## src/logic/igc_pkg.sv

```systemverilog
// package: constants and types for the global interrupt control block
package igc_pkg;

  localparam int unsigned DATA_W = 16;
  localparam int unsigned ADDR_W = 4;
  localparam int unsigned EXT_N  = 5;
  localparam int unsigned TRAP_N = 6;
  localparam int unsigned EVT_N  = TRAP_N + EXT_N;
  localparam int unsigned IPL_W  = 3;
  localparam int unsigned VEC_W  = 7;
  localparam int unsigned VADR_W = 24;

  // register word addresses
  localparam logic [ADDR_W-1:0] OFS_CTRL_ONE = 4'h0;
  localparam logic [ADDR_W-1:0] OFS_CTRL_TWO = 4'h1;
  localparam logic [ADDR_W-1:0] OFS_CPU_IPL  = 4'h2;
  localparam logic [ADDR_W-1:0] OFS_EVT_STAT = 4'h3;
  localparam logic [ADDR_W-1:0] OFS_EVT_MASK = 4'h4;

  // control one field positions
  localparam int unsigned BIT_NEST_DIS  = 15;
  localparam int unsigned BIT_DIV0_FLAG = 6;
  localparam int unsigned BIT_DMA_FLAG  = 5;
  localparam int unsigned BIT_ARITH_FLG = 4;
  localparam int unsigned BIT_ADDR_FLAG = 3;
  localparam int unsigned BIT_STACK_FLG = 2;
  localparam int unsigned BIT_OSC_FLAG  = 1;

  // control two field positions
  localparam int unsigned BIT_ALT_VT    = 15;
  localparam int unsigned BIT_HOLD_ACT  = 14;
  localparam int unsigned BIT_POL_LO    = 0;

  // event status positions
  localparam int unsigned EVT_TRAP_LO = 0;
  localparam int unsigned EVT_EXT_LO  = TRAP_N;

  // reset values
  localparam logic [DATA_W-1:0] RST_WORD   = 16'h0000;
  localparam logic [IPL_W-1:0]  RST_IPL    = 3'h0;
  localparam logic [EXT_N-1:0]  RST_POL    = 5'h00;
  localparam logic [EVT_N-1:0]  RST_EVT    = 11'h000;

  // vector table bases, two bytes per vector
  localparam logic [VADR_W-1:0] VT_NORMAL_BASE = 24'h000004;
  localparam logic [VADR_W-1:0] VT_ALT_BASE    = 24'h000104;

  // trap events, one-cycle pulses from the core
  typedef struct packed {
    logic div0;
    logic dma;
    logic arith;
    logic addr;
    logic stack;
    logic osc;
  } igc_trap_t;

  // register port request
  typedef struct packed {
    logic              wr;
    logic              rd;
    logic [ADDR_W-1:0] addr;
    logic [DATA_W-1:0] wdata;
  } igc_bus_t;

endpackage : igc_pkg

```

## src/logic/igc_top.sv

```systemverilog
// file: global interrupt control registers with trap flags and polarity
//
// Overview of operation
// - control one bit 15 is writable; one disables nesting, zero allows it.
// - control one bit 6 sets on a divide-by-zero arithmetic trap.
// - control one bit 5 sets when a DMA controller error trap occurs.
// - control one bit 4 sets when a math error trap occurs.
// - control one bit 3 sets on an address error trap.
// - control one bit 2 sets on a stack error trap.
// - control one bit 1 sets on an oscillator failure trap.
// - control one bits 14..7 and 0 read zero, writes ignored.
// - control two bits 4..0 pick falling (1) or rising (0) edges.
// - alternate table select chooses which vector table is fetched.
// - low priority level bits are read-only while nesting is disabled.
//
// The register offsets and strobed register access were left to the implementer.
`timescale 1ns/1ps
module igc_top
  import igc_pkg::*;
(
  input  wire logic                      I_CLK,        // 40 MHz clock
  input  wire logic                      I_RSTN,       // sync reset, low
  input  wire logic [igc_pkg::ADDR_W-1:0] I_ADDR,      // register address
  input  wire logic [igc_pkg::DATA_W-1:0] I_WDATA,     // write data
  input  wire logic                      I_WR,         // write strobe
  input  wire logic                      I_RD,         // read strobe
  output logic      [igc_pkg::DATA_W-1:0] O_RDATA,     // read data
  input  wire igc_pkg::igc_trap_t        I_TRAP,       // trap pulses
  input  wire logic                      I_HOLD_ACT,   // hold instr active
  input  wire logic [igc_pkg::EXT_N-1:0] I_EXT_IRQ,    // external pins
  output logic      [igc_pkg::EXT_N-1:0] O_EXT_EVT,    // detected edges
  input  wire logic                      I_IPL_LOAD,   // core sets level
  input  wire logic [igc_pkg::IPL_W-1:0] I_IPL,        // level from core
  output logic      [igc_pkg::IPL_W-1:0] O_CPU_IPL,    // current level
  output logic                           O_NEST_DIS,   // nesting disabled
  input  wire logic                      I_VEC_REQ,    // vector fetch
  input  wire logic [igc_pkg::VEC_W-1:0] I_VEC_NUM,    // vector number
  output logic      [igc_pkg::VADR_W-1:0] O_VEC_ADDR,  // vector address
  output logic                           O_VEC_VALID,  // address valid
  output logic                           O_IRQ         // summary interrupt
);
  import igc_pkg::*;

  igc_bus_t          bus;

  logic              nest_dis_r;
  logic              nest_dis_nxt;
  igc_trap_t         trap_flag_r;
  igc_trap_t         trap_flag_nxt;
  logic              alt_vt_r;
  logic              alt_vt_nxt;
  logic              hold_r;
  logic              hold_nxt;
  logic [EXT_N-1:0]  pol_r;
  logic [EXT_N-1:0]  pol_nxt;
  logic [IPL_W-1:0]  ipl_r;
  logic [IPL_W-1:0]  ipl_nxt;
  logic [EVT_N-1:0]  evt_stat_r;
  logic [EVT_N-1:0]  evt_stat_nxt;
  logic [EVT_N-1:0]  evt_mask_r;
  logic [EVT_N-1:0]  evt_mask_nxt;
  logic              irq_r;
  logic              irq_nxt;
  logic [DATA_W-1:0] rdata_r;
  logic [DATA_W-1:0] rdata_nxt;

  logic [EXT_N-1:0]  ext_evt;
  logic [EVT_N-1:0]  evt_in;
  logic [DATA_W-1:0] ctrl_one_word;
  logic [DATA_W-1:0] ctrl_two_word;
  logic              wr_one;
  logic              wr_two;
  logic              wr_ipl;
  logic              wr_stat;
  logic              wr_mask;
  logic [DATA_W-1:0] ipl_word;
  logic [DATA_W-1:0] stat_word;
  logic [DATA_W-1:0] mask_word;

  assign bus.wr    = I_WR;
  assign bus.rd    = I_RD;
  assign bus.addr  = I_ADDR;
  assign bus.wdata = I_WDATA;

  // external edge detection, one detector per input
  genvar g;
  generate
    for (g = 0; g < EXT_N; g++)
    begin : g_edge
      igc_edge_det u_edge
      (
        .i_clk  (I_CLK),
        .i_rstn (I_RSTN),
        .i_pin  (I_EXT_IRQ[g]),
        .i_fall (pol_r[g]),
        .o_evt  (ext_evt[g])
      );
    end
  endgenerate

  igc_vec_sel u_vec
  (
    .i_clk   (I_CLK),
    .i_rstn  (I_RSTN),
    .i_req   (I_VEC_REQ),
    .i_num   (I_VEC_NUM),
    .i_alt   (alt_vt_r),
    .o_addr  (O_VEC_ADDR),
    .o_valid (O_VEC_VALID)
  );

  // write decode
  always_comb
  begin
    wr_one  = bus.wr && (bus.addr == OFS_CTRL_ONE);
    wr_two  = bus.wr && (bus.addr == OFS_CTRL_TWO);
    wr_ipl  = bus.wr && (bus.addr == OFS_CPU_IPL);
    wr_stat = bus.wr && (bus.addr == OFS_EVT_STAT);
    wr_mask = bus.wr && (bus.addr == OFS_EVT_MASK);
  end

  // register images; unlisted positions stay zero
  always_comb
  begin
    ctrl_one_word                = RST_WORD;
    ctrl_one_word[BIT_NEST_DIS]  = nest_dis_r;
    ctrl_one_word[BIT_DIV0_FLAG] = trap_flag_r.div0;
    ctrl_one_word[BIT_DMA_FLAG]  = trap_flag_r.dma;
    ctrl_one_word[BIT_ARITH_FLG] = trap_flag_r.arith;
    ctrl_one_word[BIT_ADDR_FLAG] = trap_flag_r.addr;
    ctrl_one_word[BIT_STACK_FLG] = trap_flag_r.stack;
    ctrl_one_word[BIT_OSC_FLAG]  = trap_flag_r.osc;
    ctrl_two_word                = RST_WORD;
    ctrl_two_word[BIT_ALT_VT]    = alt_vt_r;
    ctrl_two_word[BIT_HOLD_ACT]  = hold_r;
    ctrl_two_word[BIT_POL_LO +: EXT_N] = pol_r;
    ipl_word                     = RST_WORD;
    ipl_word[IPL_W-1:0]          = ipl_r;
    stat_word                    = RST_WORD;
    stat_word[EVT_N-1:0]         = evt_stat_r;
    mask_word                    = RST_WORD;
    mask_word[EVT_N-1:0]         = evt_mask_r;
  end

  // control one: nesting disable and sticky trap flags
  always_comb
  begin
    nest_dis_nxt  = nest_dis_r;
    trap_flag_nxt = trap_flag_r;
    if (wr_one)
    begin
      nest_dis_nxt = bus.wdata[BIT_NEST_DIS];
      // writing zero clears; writing one leaves the flag alone
      trap_flag_nxt.div0  = trap_flag_r.div0  & bus.wdata[BIT_DIV0_FLAG];
      trap_flag_nxt.dma   = trap_flag_r.dma   & bus.wdata[BIT_DMA_FLAG];
      trap_flag_nxt.arith = trap_flag_r.arith & bus.wdata[BIT_ARITH_FLG];
      trap_flag_nxt.addr  = trap_flag_r.addr  & bus.wdata[BIT_ADDR_FLAG];
      trap_flag_nxt.stack = trap_flag_r.stack & bus.wdata[BIT_STACK_FLG];
      trap_flag_nxt.osc   = trap_flag_r.osc   & bus.wdata[BIT_OSC_FLAG];
    end
    // a trap in the clearing cycle wins over the clear
    trap_flag_nxt.div0  = trap_flag_nxt.div0  | I_TRAP.div0;
    trap_flag_nxt.dma   = trap_flag_nxt.dma   | I_TRAP.dma;
    trap_flag_nxt.arith = trap_flag_nxt.arith | I_TRAP.arith;
    trap_flag_nxt.addr  = trap_flag_nxt.addr  | I_TRAP.addr;
    trap_flag_nxt.stack = trap_flag_nxt.stack | I_TRAP.stack;
    trap_flag_nxt.osc   = trap_flag_nxt.osc   | I_TRAP.osc;
  end

  always_ff @(posedge I_CLK)
  begin
    if (!I_RSTN)
    begin
      nest_dis_r  <= 1'b0;
      trap_flag_r <= '0;
    end
    else
    begin
      nest_dis_r  <= nest_dis_nxt;
      trap_flag_r <= trap_flag_nxt;
    end
  end

  // control two: table select, hold status, edge polarity
  always_comb
  begin
    alt_vt_nxt = alt_vt_r;
    pol_nxt    = pol_r;
    hold_nxt   = I_HOLD_ACT;
    if (wr_two)
    begin
      alt_vt_nxt = bus.wdata[BIT_ALT_VT];
      pol_nxt    = bus.wdata[BIT_POL_LO +: EXT_N];
    end
  end

  always_ff @(posedge I_CLK)
  begin
    if (!I_RSTN)
    begin
      alt_vt_r <= 1'b0;
      pol_r    <= RST_POL;
      hold_r   <= 1'b0;
    end
    else
    begin
      alt_vt_r <= alt_vt_nxt;
      pol_r    <= pol_nxt;
      hold_r   <= hold_nxt;
    end
  end

  // priority level: the core may always load it, software only
  // while nesting is enabled so a trap level cannot be undone
  always_comb
  begin
    ipl_nxt = ipl_r;
    if (wr_ipl && !nest_dis_r)
    begin
      ipl_nxt = bus.wdata[IPL_W-1:0];
    end
    if (I_IPL_LOAD)
    begin
      ipl_nxt = I_IPL;
    end
  end

  always_ff @(posedge I_CLK)
  begin
    if (!I_RSTN)
    begin
      ipl_r <= RST_IPL;
    end
    else
    begin
      ipl_r <= ipl_nxt;
    end
  end

  // event sources in status order: traps low, external edges above
  always_comb
  begin
    evt_in                        = RST_EVT;
    evt_in[EVT_TRAP_LO +: TRAP_N] = I_TRAP;
    evt_in[EVT_EXT_LO +: EXT_N]   = ext_evt;
  end

  // event status: write one to clear; an event in the same cycle wins
  always_comb
  begin
    evt_stat_nxt = evt_stat_r;
    if (wr_stat)
    begin
      evt_stat_nxt = evt_stat_r & ~bus.wdata[EVT_N-1:0];
    end
    evt_stat_nxt = evt_stat_nxt | evt_in;
  end

  always_ff @(posedge I_CLK)
  begin
    if (!I_RSTN)
    begin
      evt_stat_r <= RST_EVT;
    end
    else
    begin
      evt_stat_r <= evt_stat_nxt;
    end
  end

  // event mask, same layout as the status
  always_comb
  begin
    evt_mask_nxt = evt_mask_r;
    if (wr_mask)
    begin
      evt_mask_nxt = bus.wdata[EVT_N-1:0];
    end
  end

  always_ff @(posedge I_CLK)
  begin
    if (!I_RSTN)
    begin
      evt_mask_r <= RST_EVT;
    end
    else
    begin
      evt_mask_r <= evt_mask_nxt;
    end
  end

  // summary built from next-state values so the output rises in the
  // same cycle as the status bit rather than one cycle after it
  always_comb
  begin
    irq_nxt = |(evt_stat_nxt & evt_mask_nxt);
  end

  always_ff @(posedge I_CLK)
  begin
    if (!I_RSTN)
    begin
      irq_r <= 1'b0;
    end
    else
    begin
      irq_r <= irq_nxt;
    end
  end

  // read data stand for one cycle only; unmapped addresses read zero
  always_comb
  begin
    rdata_nxt = RST_WORD;
    if (bus.rd)
    begin
      case (bus.addr)
        OFS_CTRL_ONE: rdata_nxt = ctrl_one_word;
        OFS_CTRL_TWO: rdata_nxt = ctrl_two_word;
        OFS_CPU_IPL:  rdata_nxt = ipl_word;
        OFS_EVT_STAT: rdata_nxt = stat_word;
        OFS_EVT_MASK: rdata_nxt = mask_word;
        default:      rdata_nxt = RST_WORD;
      endcase
    end
  end

  always_ff @(posedge I_CLK)
  begin
    if (!I_RSTN)
    begin
      rdata_r <= RST_WORD;
    end
    else
    begin
      rdata_r <= rdata_nxt;
    end
  end

  assign O_RDATA    = rdata_r;
  assign O_IRQ      = irq_r;
  assign O_NEST_DIS = nest_dis_r;
  assign O_CPU_IPL  = ipl_r;
  assign O_EXT_EVT  = ext_evt;
endmodule : igc_top

```

## src/logic/igc_edge_det.sv

```systemverilog
// file: edge detector for one external interrupt input
`timescale 1ns/1ps
module igc_edge_det
(
  input  wire logic i_clk,    // system clock
  input  wire logic i_rstn,   // synchronous reset, active low
  input  wire logic i_pin,    // external request level
  input  wire logic i_fall,   // 1 detects falling, 0 rising
  output logic      o_evt     // one-cycle edge pulse
);
  logic prev_r;
  logic prev_nxt;
  logic arm_r;
  logic arm_nxt;
  logic evt_r;
  logic evt_nxt;

  // the first cycle after reset only samples, so a pin already high
  // at release is not reported as an edge
  always_comb
  begin
    prev_nxt = i_pin;
    arm_nxt  = 1'b1;
    evt_nxt  = 1'b0;
    if (arm_r)
    begin
      evt_nxt = i_fall ? (prev_r & ~i_pin) : (~prev_r & i_pin);
    end
  end

  always_ff @(posedge i_clk)
  begin
    if (!i_rstn)
    begin
      prev_r <= 1'b0;
      arm_r  <= 1'b0;
      evt_r  <= 1'b0;
    end
    else
    begin
      prev_r <= prev_nxt;
      arm_r  <= arm_nxt;
      evt_r  <= evt_nxt;
    end
  end

  assign o_evt = evt_r;
endmodule : igc_edge_det

```

## src/logic/igc_vec_sel.sv

```systemverilog
// file: vector address lookup in the normal or alternate table
`timescale 1ns/1ps
module igc_vec_sel
  import igc_pkg::*;
(
  input  wire logic              i_clk,   // system clock
  input  wire logic              i_rstn,  // synchronous reset, active low
  input  wire logic              i_req,   // vector fetch request pulse
  input  wire logic [VEC_W-1:0]  i_num,   // vector number
  input  wire logic              i_alt,   // alternate table select
  output logic      [VADR_W-1:0] o_addr,  // vector address
  output logic                   o_valid  // address valid pulse
);
  logic [VADR_W-1:0] addr_r;
  logic [VADR_W-1:0] addr_nxt;
  logic              valid_r;
  logic              valid_nxt;
  logic [VADR_W-1:0] base;
  logic [VADR_W-1:0] step;

  always_comb
  begin
    base      = i_alt ? VT_ALT_BASE : VT_NORMAL_BASE;
    step      = {{(VADR_W-VEC_W-1){1'b0}}, i_num, 1'b0};
    valid_nxt = i_req;
    addr_nxt  = addr_r;
    if (i_req)
    begin
      addr_nxt = base + step;
    end
  end

  always_ff @(posedge i_clk)
  begin
    if (!i_rstn)
    begin
      addr_r  <= VT_NORMAL_BASE;
      valid_r <= 1'b0;
    end
    else
    begin
      addr_r  <= addr_nxt;
      valid_r <= valid_nxt;
    end
  end

  assign o_addr  = addr_r;
  assign o_valid = valid_r;
endmodule : igc_vec_sel

```

## config.mk

```make
export PLATFORM = sky130hd
export DESIGN_NAME = igc_top
export DESIGN_NICKNAME = d
export VERILOG_FILES = /design/src/logic/igc_pkg.sv /design/src/logic/igc_top.sv /design/src/logic/igc_edge_det.sv /design/src/logic/igc_vec_sel.sv
export SDC_FILE = /design/constraint.sdc
export NUM_CORES = 1
export LEC_CHECK = 0
export BUFFER_PORTS_ARGS = -buffer_cell sky130_fd_sc_hd__buf_2
export CAP_MARGIN = 5
export CORE_ASPECT_RATIO = 1.2
export CORE_MARGIN = 3
export CORE_UTILIZATION = 51
export CTS_CLUSTER_SIZE = 30
export DETAILED_ROUTE_END_ITERATION = 6
export HOLD_SLACK_MARGIN = 0.06
export PLACE_DENSITY_LB_ADDON = 0.15
export SETUP_SLACK_MARGIN = 0.02
export SYNTH_ARGS = -nofsm -noshare
export SYNTH_HDL_FRONTEND = slang
export SYNTH_SLANG_ARGS = --single-unit
```

## constraint.sdc

```tcl
create_clock -name I_CLK -period 2.3 [get_ports I_CLK]
set_input_delay 0.115 -clock I_CLK [delete_from_list [all_inputs] [get_ports I_CLK]]
set_output_delay 0.115 -clock I_CLK [all_outputs]
set_load 0.005 [all_outputs]
```

## After elaboration in Yosys (flattened, before gate mapping)

Index checks and enable logic that the tools add are counted.
W data, S select, Z words.

| word-level totals | value |
|---|---|
| word-level logic and storage cells | 94 |
| bits in read-only memories | 0 |
| output and inout port bits | 51 |
| input port bits | 48 |
| bits in registers | 92 |
| latch bits | 0 |
| memory bits (writable) | 0 |
| memories kept | 0 |

| cells by class | value |
|---|---|
| reductions and logical operators | 12 |
| order comparisons | 0 |
| div/mod/pow operators | 0 |
| add/subtract/negate cells | 1 |
| multipliers | 0 |
| bitwise gates (word level) | 36 |
| shifts and indexed selects | 0 |
| muxes and demuxes | 13 |
| equality and inequality tests | 4 |

Operators with widths:

| cell | number |
|---|---|
| $pmux W16 S5 | 1 |
| $add A24 B8 Y24 | 1 |
| $and A11 B11 Y11 | 2 |
| $mux W11 | 2 |
| $and A1 B1 Y1 | 16 |
| $not A11 Y11 | 1 |
| $or A11 B11 Y11 | 1 |
| $reduce_or A11 Y1 | 1 |
| $not A1 Y1 | 10 |
| $mux W9 | 1 |
| $eq A4 B2 Y1 const B | 2 |
| $logic_and A1 B1 Y1 | 6 |
| $mux W1 | 6 |
| $mux W3 | 2 |
| $mux W6 | 1 |
| $or A1 B1 Y1 | 6 |
| $eq A4 B1 Y1 const B | 1 |
| $eq A4 B3 Y1 const B | 1 |
| $logic_not A4 Y1 | 1 |
| $reduce_and A2 Y1 | 2 |
| $reduce_bool A2 Y1 | 1 |
| $logic_not A1 Y1 | 1 |

## Longest topological paths before layout

| logic depth | value |
|---|---|
| depth after elaboration | 6 |
| gate-level depth with buffers | 7 |
| mapped depth without buffers | 5 |

## Modules after synthesis

A second synthesis with hierarchy kept.

| unflattened totals | value |
|---|---|
| cell total of the unflattened synthesis | 362 |
| area, all modules | 3328.2 µm² |

Modules (own cells, without submodules):

| module | area an instance (µm²) | instances | cells an instance |
|---|---|---|---|
| igc_top | 2308.5 | 1 | 259 |
| igc_vec_sel | 544.3 | 1 | 63 |
| igc_edge_det | 95.1 | 5 | 8 |

## Worst setup path before layout

No wires, ideal clock.

| timing | value |
|---|---|
| kind | input port to flip-flop |
| start point | input I_ADDR[0] (netlist bit) |
| end point | register irq_r (netlist: O_IRQ) |
| data required time | 2161 ps |
| stages on the path | 5 |
| slack | 648 ps |
| arrival time | 1513 ps |
| cells stage by stage | or3_4 nor2_4 mux2_2 a2111oi_2 a41oi_1 |

| between the ends | value |
|---|---|
| longest elaborated chain between the ends | 6 |
| elaborated cells between the ends (all ways) | 9 |

RTL lines:

| what | RTL line | text |
|---|---|---|
| from (decl) | igc_top.sv:23 | `input wire logic [igc_pkg::ADDR_W-1:0] I_ADDR,` |
| $eq A4 B2 Y1 | igc_top.sv:118 | `wr_stat = bus.wr && (bus.addr == OFS_EVT_STAT);` |
| $logic_and A1 B1 Y1 | igc_top.sv:118 |  |
| $mux W11 | igc_top.sv:252 | `if (wr_stat)` |
| $or A11 B11 Y11 | igc_top.sv:256 | `evt_stat_nxt = evt_stat_nxt \| evt_in;` |
| $and A11 B11 Y11 * | igc_top.sv:297 | `irq_nxt = \|(evt_stat_nxt & evt_mask_nxt);` |
| $reduce_or A11 Y1 * | igc_top.sv:297 |  |
| to (signal assigned) | igc_top.sv:308 | `irq_r <= irq_nxt;` |
| to (decl) | igc_top.sv:62 | `logic irq_r;` |

Mark *: on every way between the ends. The rest lies on a longest branch, timed or not.
A chain may end at the register's enable or synchronous reset.

## Worst setup path in the final report

| timing | value |
|---|---|
| start point | input I_RSTN |
| end point | register u_vec.addr_r[6] (netlist: u_vec.o_addr[6]) |

RTL lines:

| what | RTL line | text |
|---|---|---|
| from (decl) | igc_top.sv:22 | `input wire logic I_RSTN,` |
| to (signal assigned) | igc_vec_sel.sv:42 | `addr_r <= addr_nxt;` |
| to (decl) | igc_vec_sel.sv:14 | `logic [VADR_W-1:0] addr_r;` |

No word-level cell between the ends.

==> summary.md <==
| Metric | Value |
|---|---|
| Fin crit share | roughly three quarters |
| Yosys top cell area share | between 40% and 50% |
| Cts bufs inserted | 9 |
| Worst Path Arrival | ~1.9 ns |
| Max Cap Viol | 0 |
| Setup-failing EPs final | 0 |
| Setup_tns | 0 ns |
| Worst setup margin | 0.618 ns |
| Leak pwr | around 1.7 nW |
| Port Buf Inserts | between 70 and 80 |
| Fill cells | 549 |
| Primary FF master, synth | dfxtp_1 |
| Async set or reset register ratio after synthesis | 0% |
| Critical Path Max Stage Delay | about 0.64 ns |
| CTS root buf | clkbuf_8 |
| Synth cell types | 49 |
| CTS clk-pin slew, worst paths | ~0.07 ns |
| Worst Tran Pin Value | roughly 0.82 ns |
| Worst-path fanout max | 25 |
| Fraction of layout cells with a size suffix above 1 | roughly a quarter |
| Number of post-CTS setup repair buffers | 0 |
| CP Launch Point | I_RSTN |
| Clk sinks | 74 |
| DRC viols | 0 |
| Type of the tightest min-delay check | input port to register |
| Post-CTS sizing | 0 |
| Final Hold Violating Endpoints | 0 |
| DP Worst Slack | around 0.27 ns |
| Worst setup EP type | register |
| # diodes | 0 |
| Reg2reg path depth | 5 |
| RePlAce Congestion | roughly 0.84 |
| Area leader, netlist | dfxtp_1 |
| Grt total ovfl | 0 |
| Pwr Density | ~700 nW/um^2 |
| GR Util All Layers | 23.0% |
| Antenna violations before repair | 0 |
| Worst rel slew slack | about 46% |
| Synth top area cells | dfxtp_1 (46%), buf_4 (5.6%), nor2_1 (4.7%) |
| Core box area | about 6100 um^2 |
| Maximum VDD drop | ~0.45 mV |
| Number of global-route vias before repair | 2,825 |
| F_max | between 500 and 600 MHz |
| Largest net degree at the start of global routing | 26 |
| Die area | between 7000 and 8000 um^2 |
| CP Launch Type | input port |
| Tmin final | roughly 1.7 ns |
| Layout Nets | between 400 and 500 |
| Vias | 2,816 |
| Number of synthesized flops with an enable pin | 0 |
| Die Wd | around 80 um |
| Iteration-0 DRC count of the detailed router | ~180 |
| YS warnings | 0 |
| Most frequent cells in the layout | buf_2 (76), dfxtp_1 (74), nor2_1 (40) |
| Most common cell after layout, fill and taps aside | buf_2 |
| Status | completed |
| Gate Count Post-Synth | approximately 350 |
| Initial Util | 52.9% |
| FF+latch count, synth | 74 |
| Clk_skew | ~0.0058 ns |
| WL final | slightly below 8000 um |
| First-pass GRT wire length | between 10,000 and 15,000 um |
| Synth-to-Final Area Change | 24.9% |
| Post-synthesis sequential area ratio | between 40% and 50% |
| TritonCTS clock tree | yes |
| Mean Syn Cell Area | slightly above 9 um^2 |
| FF-to-FF End | O_CPU_IPL[0] |
| Rows | 31 |
| Via/cell ratio | around 5.3 |
| H-Tree Level Count | 3 |
| Worst hold slack | between 0.07 and 0.08 ns |
| Crit path cell chain | dlygate4sd3_1 -> buf_2 -> inv_1 -> buf_4 -> a211oi_1 |
| Critical path's slowest cell | inv_1 |
| Routed len/inst | between 10 and 15 um |
| IO Pins | 99 |
| Setup CP Type | input port to register |
| Synthesized cell area | 3220 um^2 |
| Flop2flop setup slack | 0.94 ns |
| Antenna viol nets, final | 0 |
| Max-slew violations | 0 |
| Worst skew pair latency | between 0.3 and 0.4 ns |
| First drt pass iteration count | 4 |
| Worst r2r src | O_NEST_DIS |
| Clk buf depth | 2 |
| WP data required | roughly 2.5 ns |
| Detail Placement HPWL | approximately 5600 um |
| Crit path to | u_vec.o_addr[6] |
| RSZ-0062 raised after global routing | no |
| Die height | between 90 and 100 um |
[power breakdown]
group          internal (mW)  switching (mW)  total, mW
combinational          0.139           0.153      0.291
clock                  0.637           0.469       1.11
sequential              1.33          0.0252       1.35
total                   2.11           0.647       2.75
[area by class of cell]
type                    instances  area, um^2  area share (%)
multi-input cells             242        1520            37.7
flip-flops and latches         74        1480            36.8
repair buffers                107         671            16.7
clock buffers                  11         141            3.52
well taps                      82         103            2.55
clock inverters                 5        77.6            1.93
inverters                       8        30.0           0.747
[critical path: cells and delay by family]
family / cells / cell delay (ns)
buffers and inverters: 4 / 1.71
AOI/OAI and AO/OA: 1 / 0.06
[through the flow]
stage,cell area [um^2],total power [mW],util (%),instances
2_1_floorplan,3280,1.56,-,364
3_3_place_gp,3570,1.64,58.7,490
3_5_place_dp,3570,1.64,58.7,490
4_1_cts,4020,2.77,66.0,529
5_1_grt,4020,2.87,66.0,529
6_report,4020,2.75,66.0,529
[metal layers]
metal | global-route usage [%] | vias to the layer above | part of all wire, %
met3 | 3.47 | 18 | 7.0
met1 | 27.4 | 1307 | 39
li1 | - | 1370 | -
met4 | 12.1 | 0 | 2.1
met5 | 0 | - | 0
met2 | 39.6 | 121 | 52
[cells in the mapped netlist (2+ instances only)]
cell	n
mux2i_1	14
xor2_1	2
and3_1	2
and2_1	13
o21ai_1	4
nor2_1	40
buf_2	6
nand2b_1	2
a211oi_1	10
o21ai_0	13
a21oi_1	28
buf_4	24
xnor2_1	3
nand2_1	15
inv_1	8
dfxtp_1	74
nand3_1	19
clkbuf_1	8
a221oi_1	7
nand3b_1	5
or3b_2	5
a22oi_1	8
mux2_1	3
mux2_2	3
mux4_2	2
nor2b_1	5
a2111oi_2	2
[state kept, by name (all words and copies together), names as in the netlist, 5 cells and up]
| name | cells |
|---|---|
| O_RDATA | 13 |
| g_edge.u_edge.o_evt | 5 |
| pol_r | 5 |
| ctrl_one_word | 6 |
| g_edge.u_edge.prev_r | 5 |
| evt_stat_r | 11 |
| evt_mask_r | 11 |
| u_vec.o_addr | 9 |
[logic make-up after synthesis]
logic type,share of synthesized area [%]
other,0.116
adders and majority gates,0.388
DFF,46.0
AOI/OAI and AO/OA,15.5
muxes,7.85
buffers and inverters,8.86
and+or+nand+nor,19.9
xor gates and xnor gates,1.36
[worst min path at each step]
stage	cells after the start	end	from	slack, ns
floorplan	0	g_edge[4].u_edge.arm_r	I_RSTN	0.14
global placement	2	hold_r	I_HOLD_ACT	0.32
detailed placement	2	hold_r	I_HOLD_ACT	0.34
CTS	3	pol_r[0]	I_WDATA[0]	0.06
global route	3	pol_r[0]	I_WDATA[0]	0.08
finish	3	pol_r[0]	I_WDATA[0]	0.07
[what timing repair did]
action | 4_1_cts | 5_1_grt
hold buffers | 23 | 0
setup endpoints to repair | 0 | 0
endpoints found under the hold margin | 30 | 0
No activity file was read; power rests on OpenSTA's default activity.
